$ cat src/scdb_pkg.sv
// Package for the system configuration bank: register map, reset values, carriers.
// Assumes a 32-bit Avalon-MM slave with byte addresses on the system clock.
package scdb_pkg;

  localparam int SCDB_ADDR_W = 8;
  localparam logic [7:0] SCDB_OFF_BYP_LO = 8'h0c;
  localparam logic [7:0] SCDB_OFF_BYP_HI = 8'h10;
  localparam logic [7:0] SCDB_OFF_DBG = 8'h14;
  localparam logic [7:0] SCDB_OFF_MEMPD = 8'h18;

  localparam int SCDB_NUM_LO = 30;
  localparam int SCDB_NUM_HI = 6;
  localparam int SCDB_NUM_MEM = 8;

  localparam logic [29:0] SCDB_RST_BYP_LO = 30'h00000000;
  localparam logic [5:0] SCDB_RST_BYP_HI = 6'h00;
  localparam logic [7:0] SCDB_RST_MEMPD = 8'h00;

  // Debug override field positions
  localparam int SCDB_DBG_C1_TAKE = 7;
  localparam int SCDB_DBG_C1_CLK = 6;
  localparam int SCDB_DBG_C1_DAT = 5;
  localparam int SCDB_DBG_C1_OBS = 4;
  localparam int SCDB_DBG_C0_TAKE = 3;
  localparam int SCDB_DBG_C0_CLK = 2;
  localparam int SCDB_DBG_C0_DAT = 1;
  localparam int SCDB_DBG_C0_OBS = 0;
  localparam logic SCDB_RST_TAKE = 1'b0;
  localparam logic SCDB_RST_DRIVE = 1'b1;

  // Memory power-down field positions
  localparam int SCDB_MEM_ROM = 7;
  localparam int SCDB_MEM_USB = 6;

  localparam int SCDB_SYNC_STAGES = 2;

  typedef struct packed {
    logic read;
    logic write;
    logic [SCDB_ADDR_W-1:0] address;
    logic [31:0] writedata;
  } scdb_avm_req_type;

  typedef struct packed {
    logic waitrequest;
    logic [31:0] readdata;
  } scdb_avm_rsp_type;

  // One core's debug port as seen by the core
  typedef struct packed {
    logic swclk;
    logic swdi;
  } scdb_dbg_drive_type;

endpackage : scdb_pkg

$ cat src/scdb_sync2.sv
// Two-flop synchroniser with a per-bit bypass that skips both flops.
// Assumes the asynchronous input comes straight from a pad.
module scdb_sync2
  import scdb_pkg::*;
#(
  parameter int WIDTH = 1
) (
  input wire logic clk_sys,
  input wire logic resetn,
  input wire logic [WIDTH-1:0] async_in,
  input wire logic [WIDTH-1:0] bypass,
  output logic [WIDTH-1:0] sync_out
);

  typedef struct packed {
    logic [WIDTH-1:0] meta;
    logic [WIDTH-1:0] stab;
  } scdb_sync_state_type;

  scdb_sync_state_type st_q;
  scdb_sync_state_type st_d;

  always_comb begin
    st_d = st_q;
    st_d.meta = async_in;
    st_d.stab = st_q.meta;
  end

  always_ff @(posedge clk_sys) begin
    if (!resetn) begin
      st_q <= '0;
    end else begin
      st_q <= st_d;
    end
  end

  // Bypassed bits see the raw pad, two cycles earlier
  always_comb begin
    sync_out = (bypass & async_in) | (~bypass & st_q.stab);
  end

  a_bypass_direct: assert property (@(posedge clk_sys) disable iff (!resetn)
    (sync_out == ((bypass & async_in) | (~bypass & $past(async_in, 2)))))
    else $error("synchroniser output wrong for bypass setting");

endmodule : scdb_sync2

$ cat src/scdb_sysconfig.sv
// System configuration bank: input synchroniser bypass, debug port override,
// memory power-down. Assumes an Avalon-MM master on clk_sys and pads
// outside the clock domain; the input register lies downstream.
//
// Function
// - Low bypass bits skip GPIO 0-29 synchronisers.
// - High bypass bits skip GPIO 30-35 synchronisers.
// - Bypassed inputs arrive two cycles sooner.
// - Bit 7 hands core 1 debug to registers.
// - Bit 3 hands core 0 debug to registers.
// - Bit 6 drives core 1 debug clock.
// - Bit 5 drives core 1 debug data.
// - Bit 4 reads core 1 debug output.
// - Bit 2 drives core 0 debug clock.
// - Bit 1 drives core 0 debug data.
// - Bit 0 reads core 0 debug output.
// - Power-down bits switch off ROM, USB, SRAMs.
//
// The Avalon-MM slave port was decided locally.
module scdb_sysconfig
  import scdb_pkg::*;
(
  input wire logic clk_sys,
  input wire logic resetn,
  input wire scdb_avm_req_type avm_req,
  output scdb_avm_rsp_type avm_rsp,
  input wire logic [SCDB_NUM_LO-1:0] gpio_lo_pad_in,
  input wire logic [SCDB_NUM_HI-1:0] gpio_hi_pad_in,
  output logic [SCDB_NUM_LO-1:0] gpio_lo_to_sio,
  output logic [SCDB_NUM_HI-1:0] gpio_hi_to_sio,
  input wire scdb_dbg_drive_type core0_pad_dbg,
  input wire scdb_dbg_drive_type core1_pad_dbg,
  output scdb_dbg_drive_type core0_dbg,
  output scdb_dbg_drive_type core1_dbg,
  input wire logic core0_swdo,
  input wire logic core1_swdo,
  output logic [SCDB_NUM_MEM-1:0] memory_power_down
);

  typedef struct packed {
    logic [SCDB_NUM_LO-1:0] byp_lo;
    logic [SCDB_NUM_HI-1:0] byp_hi;
    logic c1_take;
    logic c1_clk;
    logic c1_dat;
    logic c0_take;
    logic c0_clk;
    logic c0_dat;
    logic [SCDB_NUM_MEM-1:0] mempd;
    logic ack;
    logic [31:0] rdata;
  } scdb_state_type;

  scdb_state_type st_q;
  scdb_state_type st_d;
  logic [SCDB_NUM_LO-1:0] lo_sync;
  logic [SCDB_NUM_HI-1:0] hi_sync;

  // Observed debug outputs come from the cores on this clock: no sync needed
  function automatic logic [31:0] scdb_read(input scdb_state_type s,
                                            input logic [7:0] addr,
                                            input logic obs1,
                                            input logic obs0);
    logic [31:0] v;
    v = 32'h00000000;
    case (addr)
      SCDB_OFF_BYP_LO: v[SCDB_NUM_LO-1:0] = s.byp_lo;
      SCDB_OFF_BYP_HI: v[SCDB_NUM_HI-1:0] = s.byp_hi;
      SCDB_OFF_DBG: begin
        v[SCDB_DBG_C1_TAKE] = s.c1_take;
        v[SCDB_DBG_C1_CLK] = s.c1_clk;
        v[SCDB_DBG_C1_DAT] = s.c1_dat;
        v[SCDB_DBG_C1_OBS] = obs1;
        v[SCDB_DBG_C0_TAKE] = s.c0_take;
        v[SCDB_DBG_C0_CLK] = s.c0_clk;
        v[SCDB_DBG_C0_DAT] = s.c0_dat;
        v[SCDB_DBG_C0_OBS] = obs0;
      end
      SCDB_OFF_MEMPD: v[SCDB_NUM_MEM-1:0] = s.mempd;
      default: v = 32'h00000000;
    endcase
    return v;
  endfunction : scdb_read

  // Bus slave: one wait cycle; a write lands at the completing edge
  always_comb begin
    st_d = st_q;
    st_d.ack = 1'b0;
    if ((avm_req.read || avm_req.write) && !st_q.ack) begin
      st_d.ack = 1'b1;
      st_d.rdata = scdb_read(st_q, avm_req.address, core1_swdo, core0_swdo);
      if (avm_req.write) begin
        st_d.rdata = 32'h00000000;
      end
    end
    if (avm_req.write && st_q.ack) begin
      begin
        case (avm_req.address)
          SCDB_OFF_BYP_LO: st_d.byp_lo = avm_req.writedata[SCDB_NUM_LO-1:0];
          SCDB_OFF_BYP_HI: st_d.byp_hi = avm_req.writedata[SCDB_NUM_HI-1:0];
          SCDB_OFF_DBG: begin
            st_d.c1_take = avm_req.writedata[SCDB_DBG_C1_TAKE];
            st_d.c1_clk = avm_req.writedata[SCDB_DBG_C1_CLK];
            st_d.c1_dat = avm_req.writedata[SCDB_DBG_C1_DAT];
            st_d.c0_take = avm_req.writedata[SCDB_DBG_C0_TAKE];
            st_d.c0_clk = avm_req.writedata[SCDB_DBG_C0_CLK];
            st_d.c0_dat = avm_req.writedata[SCDB_DBG_C0_DAT];
          end
          SCDB_OFF_MEMPD: st_d.mempd = avm_req.writedata[SCDB_NUM_MEM-1:0];
          default: st_d.ack = 1'b0;
        endcase
      end
    end
  end

  always_ff @(posedge clk_sys) begin
    if (!resetn) begin
      st_q.byp_lo <= SCDB_RST_BYP_LO;
      st_q.byp_hi <= SCDB_RST_BYP_HI;
      st_q.c1_take <= SCDB_RST_TAKE;
      st_q.c1_clk <= SCDB_RST_DRIVE;
      st_q.c1_dat <= SCDB_RST_DRIVE;
      st_q.c0_take <= SCDB_RST_TAKE;
      st_q.c0_clk <= SCDB_RST_DRIVE;
      st_q.c0_dat <= SCDB_RST_DRIVE;
      st_q.mempd <= SCDB_RST_MEMPD;
      st_q.ack <= 1'b0;
      st_q.rdata <= 32'h00000000;
    end else begin
      st_q <= st_d;
    end
  end

  always_comb begin
    avm_rsp.waitrequest = (avm_req.read || avm_req.write) && !st_q.ack;
    avm_rsp.readdata = st_q.rdata;
  end

  scdb_sync2 #(
    .WIDTH(SCDB_NUM_LO)
  ) u_sync_lo (
    .clk_sys(clk_sys),
    .resetn(resetn),
    .async_in(gpio_lo_pad_in),
    .bypass(st_q.byp_lo),
    .sync_out(lo_sync)
  );

  scdb_sync2 #(
    .WIDTH(SCDB_NUM_HI)
  ) u_sync_hi (
    .clk_sys(clk_sys),
    .resetn(resetn),
    .async_in(gpio_hi_pad_in),
    .bypass(st_q.byp_hi),
    .sync_out(hi_sync)
  );

  // Bypassed bits skip both stages of the synchroniser
  always_comb begin
    gpio_lo_to_sio = lo_sync;
    gpio_hi_to_sio = hi_sync;
  end

  // Debug source selection; pads win while detached
  always_comb begin
    if (st_q.c1_take) begin
      core1_dbg.swclk = st_q.c1_clk;
      core1_dbg.swdi = st_q.c1_dat;
    end else begin
      core1_dbg = core1_pad_dbg;
    end
    if (st_q.c0_take) begin
      core0_dbg.swclk = st_q.c0_clk;
      core0_dbg.swdi = st_q.c0_dat;
    end else begin
      core0_dbg = core0_pad_dbg;
    end
  end

  always_comb begin
    memory_power_down = st_q.mempd;
  end

  a_core1_take_drive: assert property (@(posedge clk_sys) disable iff (!resetn)
    st_q.c1_take |-> (core1_dbg.swclk == st_q.c1_clk && core1_dbg.swdi == st_q.c1_dat))
    else $error("core 1 debug not driven by register");

  a_core0_take_drive: assert property (@(posedge clk_sys) disable iff (!resetn)
    st_q.c0_take |-> (core0_dbg.swclk == st_q.c0_clk && core0_dbg.swdi == st_q.c0_dat))
    else $error("core 0 debug not driven by register");

  a_detached_pads: assert property (@(posedge clk_sys) disable iff (!resetn)
    (!st_q.c1_take |-> core1_dbg == core1_pad_dbg) and
    (!st_q.c0_take |-> core0_dbg == core0_pad_dbg))
    else $error("detached core not fed from pads");

  a_dbg_write_lands: assert property (@(posedge clk_sys) disable iff (!resetn)
    (avm_req.write && !avm_rsp.waitrequest && avm_req.address == SCDB_OFF_DBG)
    |=> (st_q.c1_clk == $past(avm_req.writedata[SCDB_DBG_C1_CLK])
         && st_q.c0_dat == $past(avm_req.writedata[SCDB_DBG_C0_DAT])))
    else $error("debug override write lost");

  a_obs_read_back: assert property (@(posedge clk_sys) disable iff (!resetn)
    (avm_req.read && avm_rsp.waitrequest && avm_req.address == SCDB_OFF_DBG)
    |=> (avm_rsp.readdata[SCDB_DBG_C1_OBS] == $past(core1_swdo)
         && avm_rsp.readdata[SCDB_DBG_C0_OBS] == $past(core0_swdo)))
    else $error("observed debug output wrong on read");

  a_mempd_write: assert property (@(posedge clk_sys) disable iff (!resetn)
    (avm_req.write && !avm_rsp.waitrequest && avm_req.address == SCDB_OFF_MEMPD)
    |=> memory_power_down == $past(avm_req.writedata[SCDB_NUM_MEM-1:0]))
    else $error("power-down write not applied");

  a_bypass_lo_write: assert property (@(posedge clk_sys) disable iff (!resetn)
    (avm_req.write && !avm_rsp.waitrequest && avm_req.address == SCDB_OFF_BYP_LO)
    |=> st_q.byp_lo == $past(avm_req.writedata[SCDB_NUM_LO-1:0]))
    else $error("low bypass write not applied");

  a_bypass_hi_path: assert property (@(posedge clk_sys) disable iff (!resetn)
    (gpio_hi_to_sio & st_q.byp_hi) == (gpio_hi_pad_in & st_q.byp_hi))
    else $error("high bypass not direct");

  a_wait_one_cycle: assert property (@(posedge clk_sys) disable iff (!resetn)
    ($rose(avm_req.read) || $rose(avm_req.write)) |-> avm_rsp.waitrequest ##1 !avm_rsp.waitrequest)
    else $error("bus answer not after one wait cycle");

endmodule : scdb_sysconfig

$ cat config.mk
export PLATFORM = sky130hd
export DESIGN_NAME = scdb_sysconfig
export DESIGN_NICKNAME = d
export VERILOG_FILES = /design/src/scdb_pkg.sv /design/src/scdb_sync2.sv /design/src/scdb_sysconfig.sv
export SDC_FILE = /design/constraint.sdc
export NUM_CORES = 1
export LEC_CHECK = 0
export BUFFER_PORTS_ARGS = -buffer_cell sky130_fd_sc_hd__buf_2
export CORE_ASPECT_RATIO = 0.7
export CORE_MARGIN = 10
export CORE_UTILIZATION = 46
export CTS_BUF_LIST = sky130_fd_sc_hd__clkbuf_8 sky130_fd_sc_hd__clkbuf_16
export CTS_CLUSTER_SIZE = 8
export DETAILED_ROUTE_END_ITERATION = 8
export GPL_ROUTABILITY_DRIVEN = 0
export PLACE_DENSITY = 0.87
export SLEW_MARGIN = 10
export SYNTH_ARGS = -nofsm -noshare
export SYNTH_HDL_FRONTEND = slang
export SYNTH_SLANG_ARGS = --single-unit
$ cat constraint.sdc
create_clock -name clk_sys -period 1.7 [get_ports clk_sys]
set_clock_uncertainty 0.1 [all_clocks]
set_input_delay 0.17 -clock clk_sys [delete_from_list [all_inputs] [get_ports clk_sys]]
set_output_delay 0.17 -clock clk_sys [all_outputs]
set_load 0.05 [all_outputs]
==> metrics.md <==
| Metric | Value |
|---|---|
| Final antenna-violating net count | `0` |
| Primary FF master, synth | `dfxtp_1` |
| Max Slew Vio Count | `0` |
| CTS Buffer Depth | `2` |
| Final setup viols | `1` |
| Share of layout cells above drive strength 1 | `38.5%` |
| Pre-antenna DRT Iters | `5` |
| Peak VDD IR | `691 uV` |
| Placed Instance Area | `6610 sq um` |
| Hold Fails Final Rpt | `0` |
| Failing checks | `negative setup slack` |
| CTS tree | `done` |
| IO Pins | `167` |
| Crit path DAT | `1.96 ns` |
| Global-route wire length before repair | `25400 um` |
| Syn-to-layout area delta | `39.0%` |
| Slew @ Worst Pin | `0.739 ns` |
| #FFs+latches synth | `153` |
| Cell area after synthesis | `5790 sq um` |
| Worst setup margin | `-0.0366 ns` |
| Final Cell Area | `8050 sq um` |
| Utilization after layout | `65.0%` |
| Clock sink count | `153` |
| Number of core rows | `34` |
| Leakage | `3.94 nW` |
| Crit end category | `flip-flop` |
| RSZ-0062 raised after global routing | `yes` |
| Sequential element share of the synthesized area | `52.9%` |
| Min-Delay Path Class | `input pin to flip-flop` |
| Max_cap viols | `0` |
| Synth async-reset ratio | `0%` |
| GRT Total Usage | `18.0%` |
| Cells after Synth | `543` |
| Vias in the first global route | `4783` |
| Synth area leader | `dfxtp_1` |
| Place WS | `-0.344 ns` |
| Top-count cell post-synth | `dfxtp_1` |
| Placed Instances | `830` |
| CP Max Fanout | `6` |
| Die Y | `114 um` |
| Final non-filler cell total | `937` |
| Worst slew margin | `50.8%` |
| DP Wirelength | `10700 um` |
| Via density per instance | `4.86` |
| Max Freq | `576 MHz` |
| Syn. warnings | `0` |
| Top cells by count, synth | `153 x dfxtp_1, 73 x and2_1, 70 x nor2_1` |
| Die area | `17500 sq um` |
| Status | `complete, but fails checks` |
| H-tree Lvls | `4` |
| Vias | `4556` |
| Initial Util | `46.7%` |
| DRC | `0` |
| Gr ovfl total | `0` |
| Pwr per Cell Area | `1030 nW/um^2` |
| Count of different cell masters after synthesis | `34` |
| Clock Latency Late Sink | `0.41 ns` |
| Number of buffers created by CTS | `17` |
| Final period util | `102%` |
| Syn Area/Cell | `10.7 sq um` |
| Final hold slack | `0.110 ns` |
| Final nets | `845` |
| Crit path kind | `flip-flop to flip-flop` |
| WP data required | `1.93 ns` |
| Final min period | `1.74 ns` |
| Initial antenna violation count | `4` |
| Largest net degree at the start of global routing | `70` |
| Top post-synthesis cells by area | `dfxtp_1 53%, mux2_2 9.0%, mux2i_1 8.6%, and2_1 7.9%, buf_4 5.2%` |
| Die width | `154 um` |
| Synth top area share | `52.9%` |
| Count of flip-flops with a built-in enable after synthesis | `0` |
| Port bufs | `162` |
| DRC marker count from the first detailed-route iteration | `257` |
| Clk slew on worst S/H paths | `0.06 ns` |
| Routed WL | `16200 um` |
| Startpoint types | `flip-flop` |
| Routed length per instance | `17.3 um` |
| CTS root buf | `clkbuf_16` |
| Core Area | `12400 sq um` |
-- where the power goes --
part           leakage [nW]  total [mW]  switching, mW  internal [mW]
clock network         0.287        3.85           1.50           2.36
registers              1.25        3.69         0.0193           3.67
logic                  2.40       0.744          0.406          0.339
total                  3.94        8.28           1.92           6.36
-- sequential cells by signal, indices dropped and copies added (netlist names) --
| register | count |
|---|---|
| memory_power_down | 8 |
| u_sync_hi.st_q | 6 |
| u_sync_lo.st_q | 30 |
| st_q | 43 |
| u_sync_lo.st_d | 30 |
| u_sync_hi.st_d | 6 |
| avm_rsp | 30 |
-- critical path, cell delays in order (launching register included) --
cell,delay [ns]
dfxtp_2,0.33
or3b_4,0.37
buf_4,0.15
nor4_4,0.12
buf_4,0.18
buf_4,0.15
a22oi_1,0.08
nor2_1,0.16
-- final cells by class --
cell class	instances	area, sq um
flip-flops and latches	153	3070
multi-input cells	321	2370
repair buffers	264	1780
clock buffers	18	439
fillers	963	4330
inverters	2	7.51
well taps	162	203
clock inverters	14	171
diodes	3	7.51
-- metrics by stage --
step	total power, mW	TNS, ns
2_1_floorplan	4.11	0
3_5_place_dp	4.35	-11.20
4_1_cts	8.33	-0.0281
3_3_place_gp	4.34	-9.65
5_1_grt	8.58	-0.0867
6_report	8.28	-0.0366
-- worst paths after layout --
kind | cells after the start | startpoint | end | slack [ns]
min reg2reg | 1 | u_sync_hi.st_d[0] | u_sync_hi.st_q[0] | 0.33
min | 4 | core0_swdo | avm_rsp[0] | 0.11
max reg2reg | 7 | st_q[32] | avm_rsp[24] | -0.04
max | 7 | st_q[32] | avm_rsp[24] | -0.04
-- kinds of logic after synthesis --
family                    count (synthesis)  synth area share [%]
AOI/OAI and AO/OA                        49                  6.31
DFF                                     153                  52.9
xor gates and xnor gates                  1                 0.151
and+or+nand+nor                         173                  15.4
buffers and inverters                    70                  7.59
muxes                                    96                  17.6
other                                     1                0.0648
-- layout by cell type, fill, tap and decap left out, types with 5 or more instances in the layout --
cell type,instances
a22o_1,12
a22oi_1,26
and2_1,73
buf_2,162
buf_4,29
buf_6,5
clkbuf_16,17
clkinvlp_4,5
dfxtp_1,148
dfxtp_2,5
dlygate4sd3_1,66
mux2_2,46
mux2i_1,49
nand2_1,13
nor2_1,70
-- layer usage --
| metal | part of all wire, % | vias to the layer above | track usage (%) |
|---|---|---|---|
| met4 | 2.1 | 2 | 8.22 |
| met2 | 47 | 147 | 29.5 |
| met1 | 44 | 2160 | 21.0 |
| met3 | 7.3 | 25 | 5.87 |
| li1 | - | 2222 | - |
| met5 | 0.043 | - | 0 |
-- repair_timing --
item                                    in CTS  in global routing
gates cloned                                 0                  2
hold endpoints to repair                    86                  0
resized for setup                           11                 21
endpoints found under the setup margin      37                 29
pin swaps                                    0                  1
hold buffers                                66                  0
setup buffers                                0                  4
Power figures use the tool's default switching activity.
